## src/logic/vc3_poh_pkg.sv

```systemverilog
// ****************************************************************
// constants and types for the vc-3 path overhead monitor
// ****************************************************************
package vc3_poh_pkg;

  // channel pages, selected by address bits 11:8 of the word index
  localparam int          NUM_CH     = 3;
  localparam logic [3:0]  PAGE_FIRST = 4'h2;
  localparam logic [3:0]  PAGE_LAST  = 4'h4;

  // register indices inside a page; byte address is four times index
  localparam logic [7:0]  IDX_CONFIG   = 8'h83;
  localparam logic [7:0]  IDX_PAYLOAD  = 8'h86;
  localparam logic [7:0]  IDX_SUMMARY  = 8'h87;
  localparam logic [7:0]  IDX_THRESH   = 8'h93;
  localparam logic [7:0]  IDX_REI_CNT  = 8'h9C;
  localparam logic [7:0]  IDX_B3_CNT   = 8'hF4;
  localparam logic [7:0]  IDX_IRQ_STAT = 8'hF8;
  localparam logic [7:0]  IDX_IRQ_MASK = 8'hFC;

  // path_monitor_config bit positions
  localparam int CFG_HOLDOFF  = 3;
  localparam int CFG_RDI_TYPE = 2;
  localparam int CFG_REI_MODE = 1;
  localparam int CFG_B3_MODE  = 0;
  // threshold register: bits 3:0 threshold, bit 4 trace clear mode
  localparam int THR_TRACE_SEL = 4;

  // payload_trace_defect_status bit positions
  localparam int PAY_ASYNC = 1;
  localparam int PAY_TRACE = 0;

  // interrupt status bit positions
  localparam int IRQ_RDI    = 0;
  localparam int IRQ_TRACE  = 1;
  localparam int IRQ_ASYNC  = 2;
  localparam int IRQ_PTRIGN = 3;

  // reset values
  localparam logic [3:0]  CONFIG_RESET = 4'h0;
  localparam logic [4:0]  THRESH_RESET = 5'h05;
  localparam logic [3:0]  MASK_RESET   = 4'h0;

  // counts
  localparam logic [1:0]  HOLDOFF_FRAMES     = 2'h3;
  localparam logic [3:0]  TRACE_UNSTABLE_LVL = 4'h8;
  localparam logic [2:0]  TRACE_CLR_SHORT    = 3'h3;
  localparam logic [2:0]  TRACE_CLR_LONG     = 3'h5;
  localparam logic [7:0]  ASYNC_LABEL        = 8'hFC;

  // axi responses
  localparam logic [1:0]  RESP_OKAY   = 2'h0;
  localparam logic [1:0]  RESP_SLVERR = 2'h2;

  // one frame's overhead as seen by the monitor, per channel
  typedef struct packed {
    logic       valid;       // one-cycle frame strobe
    logic [7:0] g1;          // received status byte
    logic [7:0] b3_err;      // errored parity bit mask
    logic       ptr_adj;     // pointer adjustment detected
    logic [7:0] c2_label;    // accepted signal label
    logic       trace_valid; // trace message complete
    logic       trace_same;  // equals previous message
    logic [6:0] defects;     // tim,c2u,uneq,plm,rdiu,lop,ais
  } frame_type;

  // decoded register address
  typedef struct packed {
    logic       hit;
    logic [1:0] ch;
    logic [7:0] idx;
  } decode_type;

endpackage

```

## src/logic/vc3_path_overhead_monitor.sv

```systemverilog
// Function
// - hold-off on: ignore adjustments within 3 frames
// - hold-off off: accept every pointer adjustment
// - single-bit mode uses only G1 bit 5
// - enhanced mode uses G1 bits 5,6,7
// - per-bit mode adds G1 lower nibble value
// - per-frame mode adds one per nonzero nibble
// - parity per-bit mode adds errored bit count
// - parity per-frame mode adds one at most
// - async payload flag while label equals FC
// - async flag meaningful only for DS3 payload
// - differing trace message bumps instability counter
// - counter reaching 8 declares trace unstable
// - 3 or 5 same messages clear counter
// - summary byte layout, read-only, resets zero
// - one register page per channel 2..4
// - enhanced patterns 010,101,110 for threshold frames
// - single-bit bit 5 set for threshold frames
//
// Added by the designer: the placing of the registers and the AXI4-Lite interface to the registers.
`timescale 1ns/100ps
module vc3_path_overhead_monitor
  import vc3_poh_pkg::*;
(
  // clock and reset
  input  wire logic        clk_sys_i,
  input  wire logic        reset_n_i,
  // axi4-lite write
  input  wire logic [31:0] s_axi_awaddr_i,
  input  wire logic        s_axi_awvalid_i,
  output logic             s_axi_awready_o,
  input  wire logic [31:0] s_axi_wdata_i,
  input  wire logic [3:0]  s_axi_wstrb_i,
  input  wire logic        s_axi_wvalid_i,
  output logic             s_axi_wready_o,
  output logic [1:0]       s_axi_bresp_o,
  output logic             s_axi_bvalid_o,
  input  wire logic        s_axi_bready_i,
  // axi4-lite read
  input  wire logic [31:0] s_axi_araddr_i,
  input  wire logic        s_axi_arvalid_i,
  output logic             s_axi_arready_o,
  output logic [31:0]      s_axi_rdata_o,
  output logic [1:0]       s_axi_rresp_o,
  output logic             s_axi_rvalid_o,
  input  wire logic        s_axi_rready_i,
  // received path overhead, one per channel
  input  wire frame_type   frame_i [NUM_CH],
  // results
  output logic [NUM_CH-1:0] ptr_accept_o,
  output logic              irq_o
);

  // ****************************************************************
  // helpers
  // ****************************************************************

  // word index to channel page and register
  function automatic decode_type decode(input logic [31:0] a);
    decode_type r;
    r.idx = a[9:2];
    r.ch  = 2'(a[13:10] - PAGE_FIRST);
    r.hit = (a[31:14] == '0) && (a[1:0] == 2'h0) &&
            (a[13:10] >= PAGE_FIRST) && (a[13:10] <= PAGE_LAST);
    return r;
  endfunction

  // number of set bits in a byte
  function automatic logic [3:0] popcount(input logic [7:0] v);
    logic [3:0] n;
    n = 4'h0;
    for (int i = 0; i < 8; i++) begin
      n = n + 4'(v[i]);
    end
    return n;
  endfunction

  // ****************************************************************
  // state
  // ****************************************************************
  logic [3:0]  cfg_q       [NUM_CH];
  logic [4:0]  thr_q       [NUM_CH];
  logic [3:0]  mask_q      [NUM_CH];
  logic [3:0]  irq_q       [NUM_CH];
  logic [3:0]  irq_d       [NUM_CH];
  logic [3:0]  ev          [NUM_CH];
  logic [31:0] rei_cnt_q   [NUM_CH];
  logic [31:0] b3_cnt_q    [NUM_CH];
  logic [1:0]  gap_q       [NUM_CH];
  logic [1:0]  gap_d       [NUM_CH];
  logic        accept_d    [NUM_CH];
  logic        ignore_d    [NUM_CH];
  logic        rdi_q       [NUM_CH];
  logic        rdi_d       [NUM_CH];
  logic [3:0]  rdi_run_q   [NUM_CH];
  logic [3:0]  rdi_run_d   [NUM_CH];
  logic [3:0]  trace_cnt_q [NUM_CH];
  logic [3:0]  trace_cnt_d [NUM_CH];
  logic [2:0]  trace_run_q [NUM_CH];
  logic [2:0]  trace_run_d [NUM_CH];
  logic        trace_unst_q[NUM_CH];
  logic        async_q     [NUM_CH];
  logic [7:0]  summary_q   [NUM_CH];
  logic        aw_take;
  logic        ar_take;
  decode_type  wdec;
  decode_type  rdec;
  logic [31:0] rd_word;
  logic        rd_hit;
  logic        wr_hit;

  // ****************************************************************
  // per-channel frame processing, next values
  // ****************************************************************
  always_comb begin
    for (int c = 0; c < NUM_CH; c++) begin
      // pointer hold-off: gap counts frames since last accepted move
      ignore_d[c] = frame_i[c].ptr_adj && cfg_q[c][CFG_HOLDOFF] &&
                    (gap_q[c] < HOLDOFF_FRAMES);
      accept_d[c] = frame_i[c].ptr_adj && !ignore_d[c];
      gap_d[c]    = gap_q[c];
      if (accept_d[c]) begin
        gap_d[c] = 2'h0;
      end else if (frame_i[c].valid && gap_q[c] != HOLDOFF_FRAMES) begin
        gap_d[c] = gap_q[c] + 2'h1;
      end
      // remote defect: run of frames disagreeing with current state
      rdi_d[c]     = rdi_q[c];
      rdi_run_d[c] = rdi_run_q[c];
      if (frame_i[c].valid) begin
        if (rdi_match(frame_i[c].g1, cfg_q[c][CFG_RDI_TYPE]) ==
            rdi_q[c]) begin
          rdi_run_d[c] = 4'h0;
        end else if (rdi_run_q[c] + 4'h1 >= thr_q[c][3:0]) begin
          rdi_d[c]     = !rdi_q[c];
          rdi_run_d[c] = 4'h0;
        end else begin
          rdi_run_d[c] = rdi_run_q[c] + 4'h1;
        end
      end
      // trace instability counter
      trace_cnt_d[c] = trace_cnt_q[c];
      trace_run_d[c] = trace_run_q[c];
      if (frame_i[c].trace_valid) begin
        if (!frame_i[c].trace_same) begin
          trace_run_d[c] = 3'h0;
          if (trace_cnt_q[c] != TRACE_UNSTABLE_LVL) begin
            trace_cnt_d[c] = trace_cnt_q[c] + 4'h1;
          end
        end else if (trace_run_q[c] + 3'h1 >=
                     (thr_q[c][THR_TRACE_SEL] ? TRACE_CLR_LONG
                                              : TRACE_CLR_SHORT)) begin
          trace_cnt_d[c] = 4'h0;
          trace_run_d[c] = 3'h0;
        end else begin
          trace_run_d[c] = trace_run_q[c] + 3'h1;
        end
      end
      // interrupt events, set beats clear
      ev[c] = '0;
      ev[c][IRQ_RDI]    = rdi_d[c] && !rdi_q[c];
      ev[c][IRQ_TRACE]  = (trace_cnt_d[c] == TRACE_UNSTABLE_LVL) &&
                          !trace_unst_q[c];
      ev[c][IRQ_ASYNC]  = (frame_i[c].c2_label == ASYNC_LABEL) &&
                          !async_q[c];
      ev[c][IRQ_PTRIGN] = ignore_d[c];
      irq_d[c] = irq_q[c] | ev[c];
      if (aw_take && wr_hit && wdec.ch == 2'(c) &&
          wdec.idx == IDX_IRQ_STAT && s_axi_wstrb_i[0]) begin
        irq_d[c] = (irq_q[c] & ~s_axi_wdata_i[3:0]) | ev[c];
      end
    end
  end

  // remote defect pattern: bit n of the byte is g1[n-1]
  function automatic logic rdi_match(input logic [7:0] g, input logic e);
    logic [2:0] b;
    b = {g[4], g[5], g[6]};  // bits 5,6,7 in that order
    if (e) begin
      return (b == 3'b010) || (b == 3'b101) || (b == 3'b110);
    end
    return g[4];
  endfunction

  // ****************************************************************
  // per-channel state registers
  // ****************************************************************
  always_ff @(posedge clk_sys_i or negedge reset_n_i) begin
    if (!reset_n_i) begin
      for (int c = 0; c < NUM_CH; c++) begin
        gap_q[c]        <= HOLDOFF_FRAMES;
        rdi_q[c]        <= 1'b0;
        rdi_run_q[c]    <= 4'h0;
        trace_cnt_q[c]  <= 4'h0;
        trace_run_q[c]  <= 3'h0;
        trace_unst_q[c] <= 1'b0;
        async_q[c]      <= 1'b0;
        summary_q[c]    <= 8'h00;
        irq_q[c]        <= 4'h0;
      end
      ptr_accept_o <= '0;
      irq_o        <= 1'b0;
    end else begin
      for (int c = 0; c < NUM_CH; c++) begin
        gap_q[c]        <= gap_d[c];
        rdi_q[c]        <= rdi_d[c];
        rdi_run_q[c]    <= rdi_run_d[c];
        trace_cnt_q[c]  <= trace_cnt_d[c];
        trace_run_q[c]  <= trace_run_d[c];
        trace_unst_q[c] <= (trace_cnt_d[c] == TRACE_UNSTABLE_LVL);
        // flag holds the label comparison; valid only for ds3 payloads
        async_q[c]      <= (frame_i[c].c2_label == ASYNC_LABEL);
        summary_q[c]    <= {frame_i[c].defects[6:3], rdi_d[c],
                            frame_i[c].defects[2:0]};
        irq_q[c]        <= irq_d[c];
        ptr_accept_o[c] <= accept_d[c];
      end
      irq_o <= ((irq_d[0] & mask_q[0]) != 4'h0) ||
               ((irq_d[1] & mask_q[1]) != 4'h0) ||
               ((irq_d[2] & mask_q[2]) != 4'h0);
    end
  end

  // ****************************************************************
  // error tallies
  // ****************************************************************
  always_ff @(posedge clk_sys_i or negedge reset_n_i) begin
    if (!reset_n_i) begin
      for (int c = 0; c < NUM_CH; c++) begin
        rei_cnt_q[c] <= 32'h0000_0000;
        b3_cnt_q[c]  <= 32'h0000_0000;
      end
    end else begin
      for (int c = 0; c < NUM_CH; c++) begin
        if (frame_i[c].valid) begin
          if (cfg_q[c][CFG_REI_MODE]) begin
            rei_cnt_q[c] <= rei_cnt_q[c] +
                            32'(frame_i[c].g1[3:0] != 4'h0);
          end else begin
            rei_cnt_q[c] <= rei_cnt_q[c] +
                            32'(frame_i[c].g1[3:0]);
          end
          if (cfg_q[c][CFG_B3_MODE]) begin
            b3_cnt_q[c] <= b3_cnt_q[c] +
                           32'(frame_i[c].b3_err != 8'h00);
          end else begin
            b3_cnt_q[c] <= b3_cnt_q[c] +
                           32'(popcount(frame_i[c].b3_err));
          end
        end
      end
    end
  end

  // ****************************************************************
  // axi4-lite slave
  // ****************************************************************
  assign wdec    = decode(s_axi_awaddr_i);
  assign rdec    = decode(s_axi_araddr_i);
  assign aw_take = s_axi_awready_o && s_axi_awvalid_i && s_axi_wvalid_i;
  assign ar_take = s_axi_arready_o && s_axi_arvalid_i;

  // writable registers exist only at four indices of a page
  always_comb begin
    wr_hit = 1'b0;
    if (!wdec.hit) begin
      wr_hit = 1'b0;
    end else if (wdec.idx == IDX_CONFIG || wdec.idx == IDX_THRESH) begin
      wr_hit = 1'b1;
    end else if (wdec.idx == IDX_IRQ_STAT || wdec.idx == IDX_IRQ_MASK) begin
      wr_hit = 1'b1;
    end
  end

  // write handshake: address and data taken together
  always_ff @(posedge clk_sys_i or negedge reset_n_i) begin
    if (!reset_n_i) begin
      s_axi_awready_o <= 1'b0;
      s_axi_wready_o  <= 1'b0;
      s_axi_bvalid_o  <= 1'b0;
      s_axi_bresp_o   <= RESP_OKAY;
    end else begin
      if (aw_take) begin
        s_axi_awready_o <= 1'b0;
        s_axi_wready_o  <= 1'b0;
        s_axi_bvalid_o  <= 1'b1;
        s_axi_bresp_o   <= wr_hit ? RESP_OKAY : RESP_SLVERR;
      end else if (s_axi_bvalid_o) begin
        if (s_axi_bready_i) begin
          s_axi_bvalid_o <= 1'b0;
        end
      end else if (s_axi_awvalid_i && s_axi_wvalid_i) begin
        s_axi_awready_o <= 1'b1;
        s_axi_wready_o  <= 1'b1;
      end
    end
  end

  // software-written registers, one copy per page
  always_ff @(posedge clk_sys_i or negedge reset_n_i) begin
    if (!reset_n_i) begin
      for (int c = 0; c < NUM_CH; c++) begin
        cfg_q[c]  <= CONFIG_RESET;
        thr_q[c]  <= THRESH_RESET;
        mask_q[c] <= MASK_RESET;
      end
    end else if (aw_take && wr_hit && s_axi_wstrb_i[0]) begin
      for (int c = 0; c < NUM_CH; c++) begin
        if (wdec.ch == 2'(c)) begin
          if (wdec.idx == IDX_CONFIG) begin
            cfg_q[c] <= s_axi_wdata_i[3:0];
          end else if (wdec.idx == IDX_THRESH) begin
            thr_q[c] <= s_axi_wdata_i[4:0];
          end else if (wdec.idx == IDX_IRQ_MASK) begin
            mask_q[c] <= s_axi_wdata_i[3:0];
          end
        end
      end
    end
  end

  // read data selection
  always_comb begin
    rd_word = 32'h0000_0000;
    rd_hit  = rdec.hit;
    if (!rdec.hit) begin
      rd_hit = 1'b0;
    end else if (rdec.idx == IDX_CONFIG) begin
      rd_word = 32'(cfg_q[rdec.ch]);
    end else if (rdec.idx == IDX_PAYLOAD) begin
      rd_word[PAY_ASYNC] = async_q[rdec.ch];
      rd_word[PAY_TRACE] = trace_unst_q[rdec.ch];
    end else if (rdec.idx == IDX_SUMMARY) begin
      rd_word = 32'(summary_q[rdec.ch]);
    end else if (rdec.idx == IDX_THRESH) begin
      rd_word = 32'(thr_q[rdec.ch]);
    end else if (rdec.idx == IDX_REI_CNT) begin
      rd_word = rei_cnt_q[rdec.ch];
    end else if (rdec.idx == IDX_B3_CNT) begin
      rd_word = b3_cnt_q[rdec.ch];
    end else if (rdec.idx == IDX_IRQ_STAT) begin
      rd_word = 32'(irq_q[rdec.ch]);
    end else if (rdec.idx == IDX_IRQ_MASK) begin
      rd_word = 32'(mask_q[rdec.ch]);
    end else begin
      rd_hit = 1'b0;
    end
  end

  // read handshake
  always_ff @(posedge clk_sys_i or negedge reset_n_i) begin
    if (!reset_n_i) begin
      s_axi_arready_o <= 1'b0;
      s_axi_rvalid_o  <= 1'b0;
      s_axi_rdata_o   <= 32'h0000_0000;
      s_axi_rresp_o   <= RESP_OKAY;
    end else begin
      if (ar_take) begin
        s_axi_arready_o <= 1'b0;
        s_axi_rvalid_o  <= 1'b1;
        s_axi_rdata_o   <= rd_word;
        s_axi_rresp_o   <= rd_hit ? RESP_OKAY : RESP_SLVERR;
      end else if (s_axi_rvalid_o) begin
        if (s_axi_rready_i) begin
          s_axi_rvalid_o <= 1'b0;
        end
      end else if (s_axi_arvalid_i) begin
        s_axi_arready_o <= 1'b1;
      end
    end
  end

  // ****************************************************************
  // checks
  // ****************************************************************
  for (genvar c = 0; c < NUM_CH; c++) begin : g_chk
    hold_off_a : assert property (@(posedge clk_sys_i)
      disable iff (!reset_n_i)
      frame_i[c].ptr_adj && cfg_q[c][CFG_HOLDOFF] && gap_q[c] < 2'h3
      |=> !ptr_accept_o[c])
      else $error("adjustment inside hold-off was accepted");
    no_hold_a : assert property (@(posedge clk_sys_i)
      disable iff (!reset_n_i)
      frame_i[c].ptr_adj && !cfg_q[c][CFG_HOLDOFF] |=> ptr_accept_o[c])
      else $error("adjustment dropped with hold-off off");
    rei_bit_a : assert property (@(posedge clk_sys_i)
      disable iff (!reset_n_i)
      frame_i[c].valid && !cfg_q[c][CFG_REI_MODE] |=>
      rei_cnt_q[c] == $past(rei_cnt_q[c]) + 32'($past(frame_i[c].g1[3:0])))
      else $error("remote error per-bit tally wrong");
    rei_frame_a : assert property (@(posedge clk_sys_i)
      disable iff (!reset_n_i)
      frame_i[c].valid && cfg_q[c][CFG_REI_MODE] &&
      frame_i[c].g1[3:0] != 4'h0 |=>
      rei_cnt_q[c] == $past(rei_cnt_q[c]) + 32'h0000_0001)
      else $error("remote error per-frame tally wrong");
    b3_bit_a : assert property (@(posedge clk_sys_i)
      disable iff (!reset_n_i)
      frame_i[c].valid && !cfg_q[c][CFG_B3_MODE] |=>
      b3_cnt_q[c] == $past(b3_cnt_q[c]) +
      32'($countones($past(frame_i[c].b3_err))))
      else $error("parity per-bit tally wrong");
    b3_frame_a : assert property (@(posedge clk_sys_i)
      disable iff (!reset_n_i)
      frame_i[c].valid && cfg_q[c][CFG_B3_MODE] |=>
      b3_cnt_q[c] - $past(b3_cnt_q[c]) ==
      32'($past(frame_i[c].b3_err) != 8'h00))
      else $error("parity per-frame tally wrong");
    async_flag_a : assert property (@(posedge clk_sys_i)
      disable iff (!reset_n_i)
      1'b1 |=> async_q[c] == ($past(frame_i[c].c2_label) == 8'hFC))
      else $error("async payload flag not held");
    trace_unst_a : assert property (@(posedge clk_sys_i)
      disable iff (!reset_n_i)
      frame_i[c].trace_valid && !frame_i[c].trace_same &&
      trace_cnt_q[c] == 4'h7 |=> trace_unst_q[c])
      else $error("trace unstable flag not declared");
    rdi_single_a : assert property (@(posedge clk_sys_i)
      disable iff (!reset_n_i)
      $rose(rdi_q[c]) && !cfg_q[c][CFG_RDI_TYPE] |->
      $past(frame_i[c].g1[4]))
      else $error("remote defect declared without bit 5");
  end

endmodule // vc3_path_overhead_monitor

```

## config.mk

```make
export PLATFORM = sky130hd
export DESIGN_NAME = vc3_path_overhead_monitor
export DESIGN_NICKNAME = d
export VERILOG_FILES = /design/src/logic/vc3_poh_pkg.sv /design/src/logic/vc3_path_overhead_monitor.sv
export SDC_FILE = /design/constraint.sdc
export NUM_CORES = 1
export LEC_CHECK = 0
export BUFFER_PORTS_ARGS = -buffer_cell sky130_fd_sc_hd__buf_2
export CAP_MARGIN = 40
export CORE_MARGIN = 1.5
export CORE_UTILIZATION = 63
export CTS_CLUSTER_SIZE = 28
export DETAILED_ROUTE_END_ITERATION = 10
export PLACE_DENSITY = 0.86
export SYNTH_ARGS = -nofsm -noshare
export SYNTH_HDL_FRONTEND = slang
export SYNTH_SLANG_ARGS = --single-unit
export TNS_END_PERCENT = 10
```

## constraint.sdc

```tcl
create_clock -name clk_sys_i -period 9.96 [get_ports clk_sys_i]
set_input_delay 1.992 -clock clk_sys_i [delete_from_list [all_inputs] [get_ports clk_sys_i]]
set_output_delay 1.992 -clock clk_sys_i [all_outputs]
set_load 0.005 [all_outputs]
```

== After elaboration in Yosys (flattened, before gate mapping) ==
Cells that the tools add are included.
Operators by class
  add/subtract/negate cells: 47
  eq/ne operators: 40
  muxes and demuxes: 129
  bitwise gates (word level): 16
  $lt $le $gt $ge: 14
  reductions and logical operators: 94
Operator list (count)
  $mux W32: 16
  $add A32 B1 Y32: 6
  $add A32 B4 Y32: 6
  $bmux W32 S2: 2
  $eq A8 B8 Y1 const B: 15
  $mux W4: 29
  $mux W1: 52
  $add A4 B1 Y4: 12
  $logic_and A1 B1 Y1: 42
  $logic_not A18 Y1: 2
  $mux W30: 1
  $mux W3: 9
  $add A4 B1 Y4 const B: 6
  $and A4 B4 Y4: 6
  $bmux W4 S2: 3
  $or A4 B4 Y4: 6
  $reduce_bool A4 Y1: 6
  $reduce_bool A8 Y1: 3
  $eq A3 B3 Y1 const B: 6
  $mux W2: 9
  $bmux W8 S2: 1
  $mux W8: 2
  $reduce_and A5 Y1: 3
  $add A3 B1 Y4: 3
  other kinds (32): 94
Word-level totals
  input bits: 212
  flip-flop bits (word level): 359
  output and inout bits: 45
  logic and storage cells: 391

== Longest topological paths before layout ==
Gate-level depths: netlist of run 1.
  word-level depth: 16
  depth in mapped cells: 15
  depth with buffers taken out: 14

== Worst setup path after synthesis of run 1 ==
No wires, ideal clock.
  path kind: input-to-reg
  start: in frame_i[18] (netlist name)
  end: reg b3_cnt_q[28] (netlist name)
  library setup time: 0.123 ns
  cell stages on the path: 13
  path slack: 4.101 ns
  path buffers: 0
  data required time: 9.837 ns
  arrival time: 5.736 ns
  cells stage by stage: fa_1 > inv_1 > fa_1 > fa_1 > fa_1 > fa_1 > nor2b_1 > o21ai_0 > a2111oi_0 > nand2b_1 > nor2_1 > nand3_1 > xnor2_1
Between the ends
  word-level cells in the longest chain between the ends: 9
  elaborated cells between the ends (all ways): 11
  classes of those cells: add/sub: 9; mux: 1; reduce/logical: 1
RTL lines
  start, declared: RTL line vc3_path_overhead_monitor.sv:48  | input wire frame_type frame_i [NUM_CH],
  $add A1 B1 Y2: RTL line vc3_path_overhead_monitor.sv:73  | n = n + 4'(v[i]);
  $add A2 B1 Y3: RTL line vc3_path_overhead_monitor.sv:73
  $add A3 B1 Y4: RTL line vc3_path_overhead_monitor.sv:73
  $add A4 B1 Y4 (4 in a row): RTL line vc3_path_overhead_monitor.sv:73
  $add A32 B4 Y32: RTL line vc3_path_overhead_monitor.sv:247  | b3_cnt_q[c] <= b3_cnt_q[c] +
  $mux W32 *: RTL line vc3_path_overhead_monitor.sv:243  | if (cfg_q[c][CFG_B3_MODE]) begin
  end signal, assigned by index: RTL line vc3_path_overhead_monitor.sv:244  | b3_cnt_q[c] <= b3_cnt_q[c] +
  end signal, assigned by index: RTL line vc3_path_overhead_monitor.sv:247
  end, declared: RTL line vc3_path_overhead_monitor.sv:88  | logic [31:0] b3_cnt_q [NUM_CH];
Every way passes the cells marked *; elsewhere a longest branch is shown, timed or not.
A chain may end at the register's enable or synchronous reset.

== Worst setup path in the final report of run 1 ==
  start: in frame_i[53] (netlist name)
  end: reg b3_cnt_q[60] (netlist name)
The elaborated chain is that of the path after synthesis.

==> results_dict.tcl, run 1 <==
set metrics [dict create \
    status "complete, no violations" \
    min_period_ns 6.09 \
    fmax_mhz 164 \
    drc 0 \
    rsz0062_at_grt "false" \
    synth_top_flop_cell "dfrtp_1" \
    setup_tns_ns 0 \
    detail_route.wl_per_cell_um 20.4 \
    drv_cap 0 \
    worstPathArrival_ns 6.49 \
    synthToLayoutAreaGrowth_pct 14.2 \
    peakVddDrop_mv 0.139 \
    p_int_uw 2930 \
    finalHoldViolations 0 \
    grt_pass1_wl_um 82000 \
    clkPwrFrac_pct 31.7 \
    rows 64 \
    antenna_found_initial 0 \
    place_ws_ns 3.46 \
    use_met3_pct 6.38 \
    drv_slew 0 \
    power_switching_uw 1440 \
    cts_htree_levels 2 \
    path_cells "buf_2 > fa_1 > inv_1 > fa_1 > fa_1 > fa_1 > fa_1 > nor2b_1 > o21ai_0 > a221oi_1 > nand3_1 > nor3_1 > nand3_1 > xnor2_1" \
    path_clk_slew_ns 0.06 \
    p_per_area_nw_per_um2 196 \
    worst_ep_required_time_ns 10.35 \
    dieArea_sq_um 32100 \
    ys_ff_latch 354 \
    drt_iter0_drc 1521 \
    setup_violations 0 \
    worstHoldPathType "flip-flop to flip-flop" \
    cts_sinks 354 \
    tightest_slew_ns 0.929 \
    relSlewSlack_pct 37.8 \
    slowest_delay_ns 0.66 \
    globalRoute.totalOverflow 0 \
    place.port_buffers 221 \
    ys_seq_area_share_pct 45.4 \
    num_vias 15900 \
    crit_type "input pin to flip-flop" \
    synth_area_sq_um 19500 \
    path_max_fanout 5 \
    ctsResizeCount 0 \
    ios 257 \
    avgSynthCellArea_sq_um 10.2 \
    swShare_pct 32.9 \
    grt_pass1_vias 15800 \
    layout_setup_ws_ns 3.87 \
    placed_area_sq_um 21100 \
    routed_wl_um 51900 \
    r2r_setup_slack_ns 5.46 \
    cts_tree "built" \
    crit_path_end_kind "flip-flop" \
    grt_usage_pct 33.0 \
    timing.final.crit_share_pct 61.2 \
    cpMostUsedCell "fa_1" \
    grtUsageMet2_pct 53.2 \
    top_usage_layer "met2" \
    drtAntennaViolNets 0 \
    first_pass_iters 5 \
    diodes 0 \
    start_util_pct 63.8 \
    clock_latency_ns 0.52 \
    grt_start_max_net_pins 73 \
    post-cts-setup-buffers 0 \
    ys_types 69 \
    place.gp.congestion 0.939 \
    synth_enable_flop_cells 0 \
    p_leak_uw 0.0108 \
    start_kind "input pin" \
    postLayoutCellArea_sq_um 22300 \
    hpwl_um 37300 \
    drt-vias-per-instance 6.24 \
    coreArea_sq_um 30600 \
    finalPower_uw 4370 \
    nets 2427 \
    netlist_instances 1906 \
    cts.root.buffer_cell "clkbuf_16" \
    hold_buffers 0 \
    async_flop_share_pct 100 \
    die_h_um 179 \
    cts_buffers 37 \
    chipWidth_um 179 \
    cp_slowest_cell "a221oi_1" \
    drive_gt1_share_pct 18.6 \
    seqPwrFrac_pct 42.2 \
    pwr-share-comb_pct 26.1 \
    gr-usage-met1_pct 44.8 \
    finClkSkew_ns 0.0168 \
    cts_buffer_depth 3 \
    yosys_warnings 0 \
]
power groups by stage:
stage | clock network (uW) | registers [uW] | logic [uW]
after floorplan | 0 | 1770 | 824
after global placement | 0 | 1830 | 1030
after detailed placement | 0 | 1850 | 1110
after CTS | 1390 | 1830 | 1130
after global routing | 1440 | 1860 | 1280
final | 1380 | 1850 | 1140
sequential cells by signal, indices dropped and copies added, names as in the netlist, 6 cells and up:
name	cells
irq_q	12
s_axi_rdata_o	32
trace_cnt_q	12
rdi_run_q	12
rei_cnt_q	96
cfg_q	12
trace_run_q	9
gap_q	6
mask_q	12
b3_cnt_q	96
summary_q	24
thr_q	15
worst max-delay path: cells and delay by family:
family | cells | cell delay (ns)
compound gates | 2 | 0.78
xor+xnor | 1 | 0.15
fa+ha+maj | 5 | 2.30
buf+inv | 2 | 0.16
simple gates | 4 | 1.09
metal layers:
layer  up-vias  share of wire (%)
li1       7140                  -
met1      7826                 40
met2       811                 47
met3       126                9.5
met4         0                3.3
met5         -                  0
synth_stat cells (all sizes together), types with 14 or more instances:
cell	number	area share, %
nor4	17	0.54
nor2	131	2.5
xor2	59	2.6
inv	125	2.4
nand3	87	2.2
and3	46	1.5
buf	17	0.39
nand4	48	1.5
nand2b	24	0.77
fa	18	1.8
clkbuf	46	0.88
ha	72	4.6
nor2b	30	0.96
nor3	23	0.59
and4	15	0.67
mux2	46	2.7
mux4	28	3.2
o211ai	14	0.54
mux2i	77	3.9
dfrtp	342	44
o21ai	86	2.2
nand2	165	3.2
xnor2	134	6.0
a21oi	82	2.1
per-stage QoR:
| stage | hold WS (ns) | cells | utilization (%) |
|---|---|---|---|
| 3_5_place_dp | 0.461 | 2482 | 69.0 |
| 4_1_cts | 0.472 | 2547 | 72.9 |
| 3_3_place_gp | 0.450 | 2475 | 68.7 |
| 6_report | 0.473 | 2547 | 72.9 |
| 2_1_floorplan | 0.437 | 1907 | - |
| 5_1_grt | 0.494 | 2547 | 72.9 |
logic make-up after synthesis:
kind of cell	after synthesis	synth area share, %
fa+ha+maj	90	6.46
compound gates	291	9.26
flops	354	45.4
simple gates	638	16.7
buf+inv	188	3.68
mux	151	9.83
other cells	1	0.0192
xor+xnor	193	8.66
area by class of cell:
class,count,area (sq um)
clock buffers,47,1010
clock inverters,18,176
fillers,2021,8280
inverters,125,469
multi-input cells,1365,9940
flip-flops and latches,354,8870
well taps,396,495
repair buffers,242,1340
cell usage in the layout (no fill, tap or decap), types with 12 or more instances in the layout:
cell	Yosys	layout
mux2_2	46	46
o21ai_0	86	86
fa_1	18	18
nand2b_1	24	24
buf_4	3	14
and3_1	46	46
nor3_1	23	23
buf_2	1	220
o22ai_1	12	12
dfrtp_1	342	342
clkbuf_16	0	37
inv_1	125	125
a21oi_1	82	82
mux4_2	28	28
nand3_1	87	87
o211ai_1	14	14
xnor2_1	134	134
mux2i_1	77	77
ha_1	72	72
a31oi_1	12	12
nor4_1	17	17
and4_1	15	15
nand4_1	48	48
nor2b_1	30	30
nand2_1	165	165
dfstp_2	12	12
xor2_1	59	59
nor2_1	131	131
worst paths after layout:
| check | endpoint | from | cells after the start |
|---|---|---|---|
| min in group asynchronous | trace_cnt_q[4] | reset_n_i | 1 |
| setup reg to reg | b3_cnt_q[60] | b3_cnt_q[32] | 12 |
| setup / recovery | b3_cnt_q[60] | frame_i[53] | 14 |
| hold reg to reg | rei_cnt_q[63] | rei_cnt_q[63] | 1 |
| max in group asynchronous | s_axi_rvalid_o | reset_n_i | 3 |
| hold / removal | rei_cnt_q[63] | rei_cnt_q[63] | 1 |
No activity file was read; power rests on OpenSTA's default activity.
==> inputs of run 2 (changes only) <==
--- a/config.mk
+++ b/config.mk
@@ -5,13 +5,14 @@
 export SDC_FILE = /design/constraint.sdc
 export NUM_CORES = 1
 export LEC_CHECK = 0
+export ABC_AREA = 1
 export BUFFER_PORTS_ARGS = -buffer_cell sky130_fd_sc_hd__buf_2
 export CAP_MARGIN = 40
 export CORE_MARGIN = 1.5
-export CORE_UTILIZATION = 63
+export CORE_UTILIZATION = 54
 export CTS_CLUSTER_SIZE = 28
 export DETAILED_ROUTE_END_ITERATION = 10
-export PLACE_DENSITY = 0.86
+export PLACE_DENSITY = 0.78
 export SYNTH_ARGS = -nofsm -noshare
 export SYNTH_HDL_FRONTEND = slang
 export SYNTH_SLANG_ARGS = --single-unit
==> constraint.sdc (replaced) <==
create_clock -name clk_sys_i -period 4.9 [get_ports clk_sys_i]
set_input_delay 0.98 -clock clk_sys_i [delete_from_list [all_inputs] [get_ports clk_sys_i]]
set_output_delay 0.98 -clock clk_sys_i [all_outputs]
set_load 0.005 [all_outputs]
==> run 2 against run 1 <==
Compared with the run above: via count rose by 24%; die area rose by 25%; count of clock-buffer cells in the layout rose by 7; critical path depth rose by 3; non-clock buffer count rose by 5; combinational power rose by 120%; sequential power rose by 100%; clock skew rose by 0.0087 ns; clock power rose by 130%; area after synthesis rose by 7.8%; flip-flop and latch count did not move; design area rose by 8.1%; largest power group unchanged.
==> results_dict.tcl, run 2 <==
set metrics [dict create \
    status "complete, no violations" \
    yosys_warnings 0 \
    crit_path_end_kind "flip-flop" \
    grt_start_max_net_pins 116 \
    netlist_instances 2662 \
    min_period_ns 4.37 \
    yosys-top-cells-count "nand2_1, inv_1, dfrtp_1" \
    grt_pass1_wl_um 103000 \
    final_common_cell "nand2_1" \
    path_max_fanout 3 \
    synth_area_sq_um 21100 \
    nets 3183 \
    ys_seq_area_share_pct 42.1 \
    drt-vias-per-instance 5.72 \
    rsz0062_at_grt "false" \
    fillCellCount 3446 \
    regArea_sq_um 8870 \
    hpwl_um 49000 \
    synthToLayoutAreaGrowth_pct 14.5 \
    synth_top_flop_cell "dfrtp_1" \
    postLayoutCellArea_sq_um 24100 \
    synthSimpleGateAreaFrac_pct 23.4 \
    synth_most_common_cell "nand2_1" \
    layout_setup_ws_ns 0.529 \
    reg_top3 "b3_cnt_q (96), rei_cnt_q (96), s_axi_rdata_o (32)" \
    place.gp.congestion 0.981 \
    cp_slowest_cell "fa_1" \
    chipWidth_um 200 \
    ios 257 \
    synthMuxAreaShare_pct 0 \
    drv_slew 0 \
    yosys.area.top_type "dfrtp_1" \
    cts_htree_levels 2 \
    synth_enable_flop_cells 0 \
    finalPower_uw 9330 \
    drc 0 \
    first_pass_iters 8 \
    p_leak_uw 0.0120 \
    hold_buffers 0 \
    cts_sinks 354 \
    worst_ep_required_time_ns 5.34 \
    rows 72 \
    grt_usage_pct 32.2 \
    ys_types 57 \
    drtAntennaViolNets 0 \
    num_vias 19600 \
    synth_xor_area_share_pct 7.44 \
    relSlewSlack_pct 33.4 \
    avgSynthCellArea_sq_um 7.91 \
    clock_latency_ns 0.57 \
    synth_top_family_by_area "simple AND/OR/NAND/NOR gates" \
    finalHoldViolations 0 \
    multiInputGateArea_sq_um 10500 \
    async_flop_share_pct 100 \
    grt_pass1_vias 19200 \
    holdWs_ns 0.465 \
    globalRoute.totalOverflow 0 \
    place.port_buffers 221 \
    peakVddDrop_mv 0.268 \
    diodes 0 \
    cts.root.buffer_cell "clkbuf_16" \
    ctsResizeCount 0 \
    tightest_slew_ns 1.00 \
    start_kind "input pin" \
    synth_compound_area_share_pct 13.0 \
    setup_violations 0 \
    start_util_pct 54.6 \
    setup_tns_ns 0 \
    post-cts-setup-buffers 0 \
    slowest_delay_ns 0.53 \
    critPathBufInv 5 \
    routed_wl_um 64400 \
    cts_tree "built" \
    path_cells "buf_2 > fa_1 > inv_1 > fa_1 > fa_1 > fa_1 > fa_1 > inv_1 > nand3_1 > nand3_1 > nand2_1 > nor3_2 > nand3_1 > nor3_1 > buf_4 > xnor2_1 > inv_1" \
    coreArea_sq_um 38600 \
    ys_ff_latch 354 \
    cpMostUsedCell "fa_1" \
    antenna_found_initial 0 \
    worstHoldPathType "flip-flop to flip-flop" \
    final_cell_mix "nand2_1, inv_1, dfrtp_1" \
    path_clk_slew_ns 0.06 \
    worstPathArrival_ns 4.81 \
    synthTopCellsByArea "dfrtp_1, nand2_1, inv_1" \
    synth.top_cell.area_share_pct 40.6 \
    cts_buffers 40 \
    drt_iter0_drc 1840 \
    synth_adder_area_share_pct 5.99 \
    drv_cap 0 \
    finClkSkew_ns 0.0255 \
    place_ws_ns 0.0308 \
    cts_buffer_depth 3 \
    timing.final.crit_share_pct 89.2 \
    die_h_um 200 \
    detail_route.wl_per_cell_um 18.8 \
    drive_gt1_share_pct 13.0 \
    p_per_area_nw_per_um2 387 \
    crit_type "input pin to flip-flop" \
    fmax_mhz 229 \
    crit_family "adder cells" \
    dieArea_sq_um 40200 \
    placed_area_sq_um 22800 \
]
## run 2: changes by cell type after synthesis, moves of 46 or more
cell     change
nand3_1     +52
mux2_2      -46
nor3_1      +48
mux2i_1     -77
and3_1      -46
xnor2_1     -98
inv_1      +237
nor2_1     +152
nand2_1    +316
o21ai_0    +170
xor2_1      +84
## run 2: metal layers
layer	up-vias	share of wire, %	track usage (%)
met4	0	4.6	14.3
met5	-	0	0
met1	9326	42	43.2
li1	9196	-	-
met2	938	46	51.5
met3	181	8.0	5.28
## run 2: cell type report
type                       instances  share of cell area (%)
timing repair buffer             247                    5.54
clock buffer                      54                    4.75
tap                              518                    2.69
multi-input combinational       1871                    43.6
clock inverter                    20                   0.918
sequential                       354                    36.8
inverter                         367                    5.71
## run 2: final timing paths
path / startpoint / to / slack (ns) / cells past startpoint
hold / removal: rei_cnt_q[30] / rei_cnt_q[30] / 0.46 / 1
hold reg to reg: rei_cnt_q[30] / rei_cnt_q[30] / 0.46 / 1
setup reg to reg: b3_cnt_q[64] / b3_cnt_q[84] / 1.10 / 15
min in group asynchronous: reset_n_i / trace_cnt_q[6] / 0.47 / 1
setup / recovery: frame_i[88] / b3_cnt_q[84] / 0.53 / 17
max in group asynchronous: reset_n_i / gap_q[5] / 3.19 / 2
## run 2: per-stage QoR
step / utilization, % / instances
floorplan: - / 2663
global placement: 59.0 / 3357
detailed placement: 59.0 / 3357
CTS: 62.6 / 3431
global route: 62.6 / 3431
finish: 62.6 / 3431
## run 2: cells by family (layout without fill, tap and decap cells)
family                     Yosys count  in the layout
other                                1              2
buffers and inverters              438            688
xor gates and xnor gates           179            179
DFF                                354            354
adders and majority gates           90             90
AOI/OAI and AO/OA                  490            490
and+or+nand+nor                   1110           1110
## run 2: report_power, final
group          switching (uW)  internal [uW]
combinational            1560            901
clock                    1290           1860
sequential                428           3300
total                    3280           6060
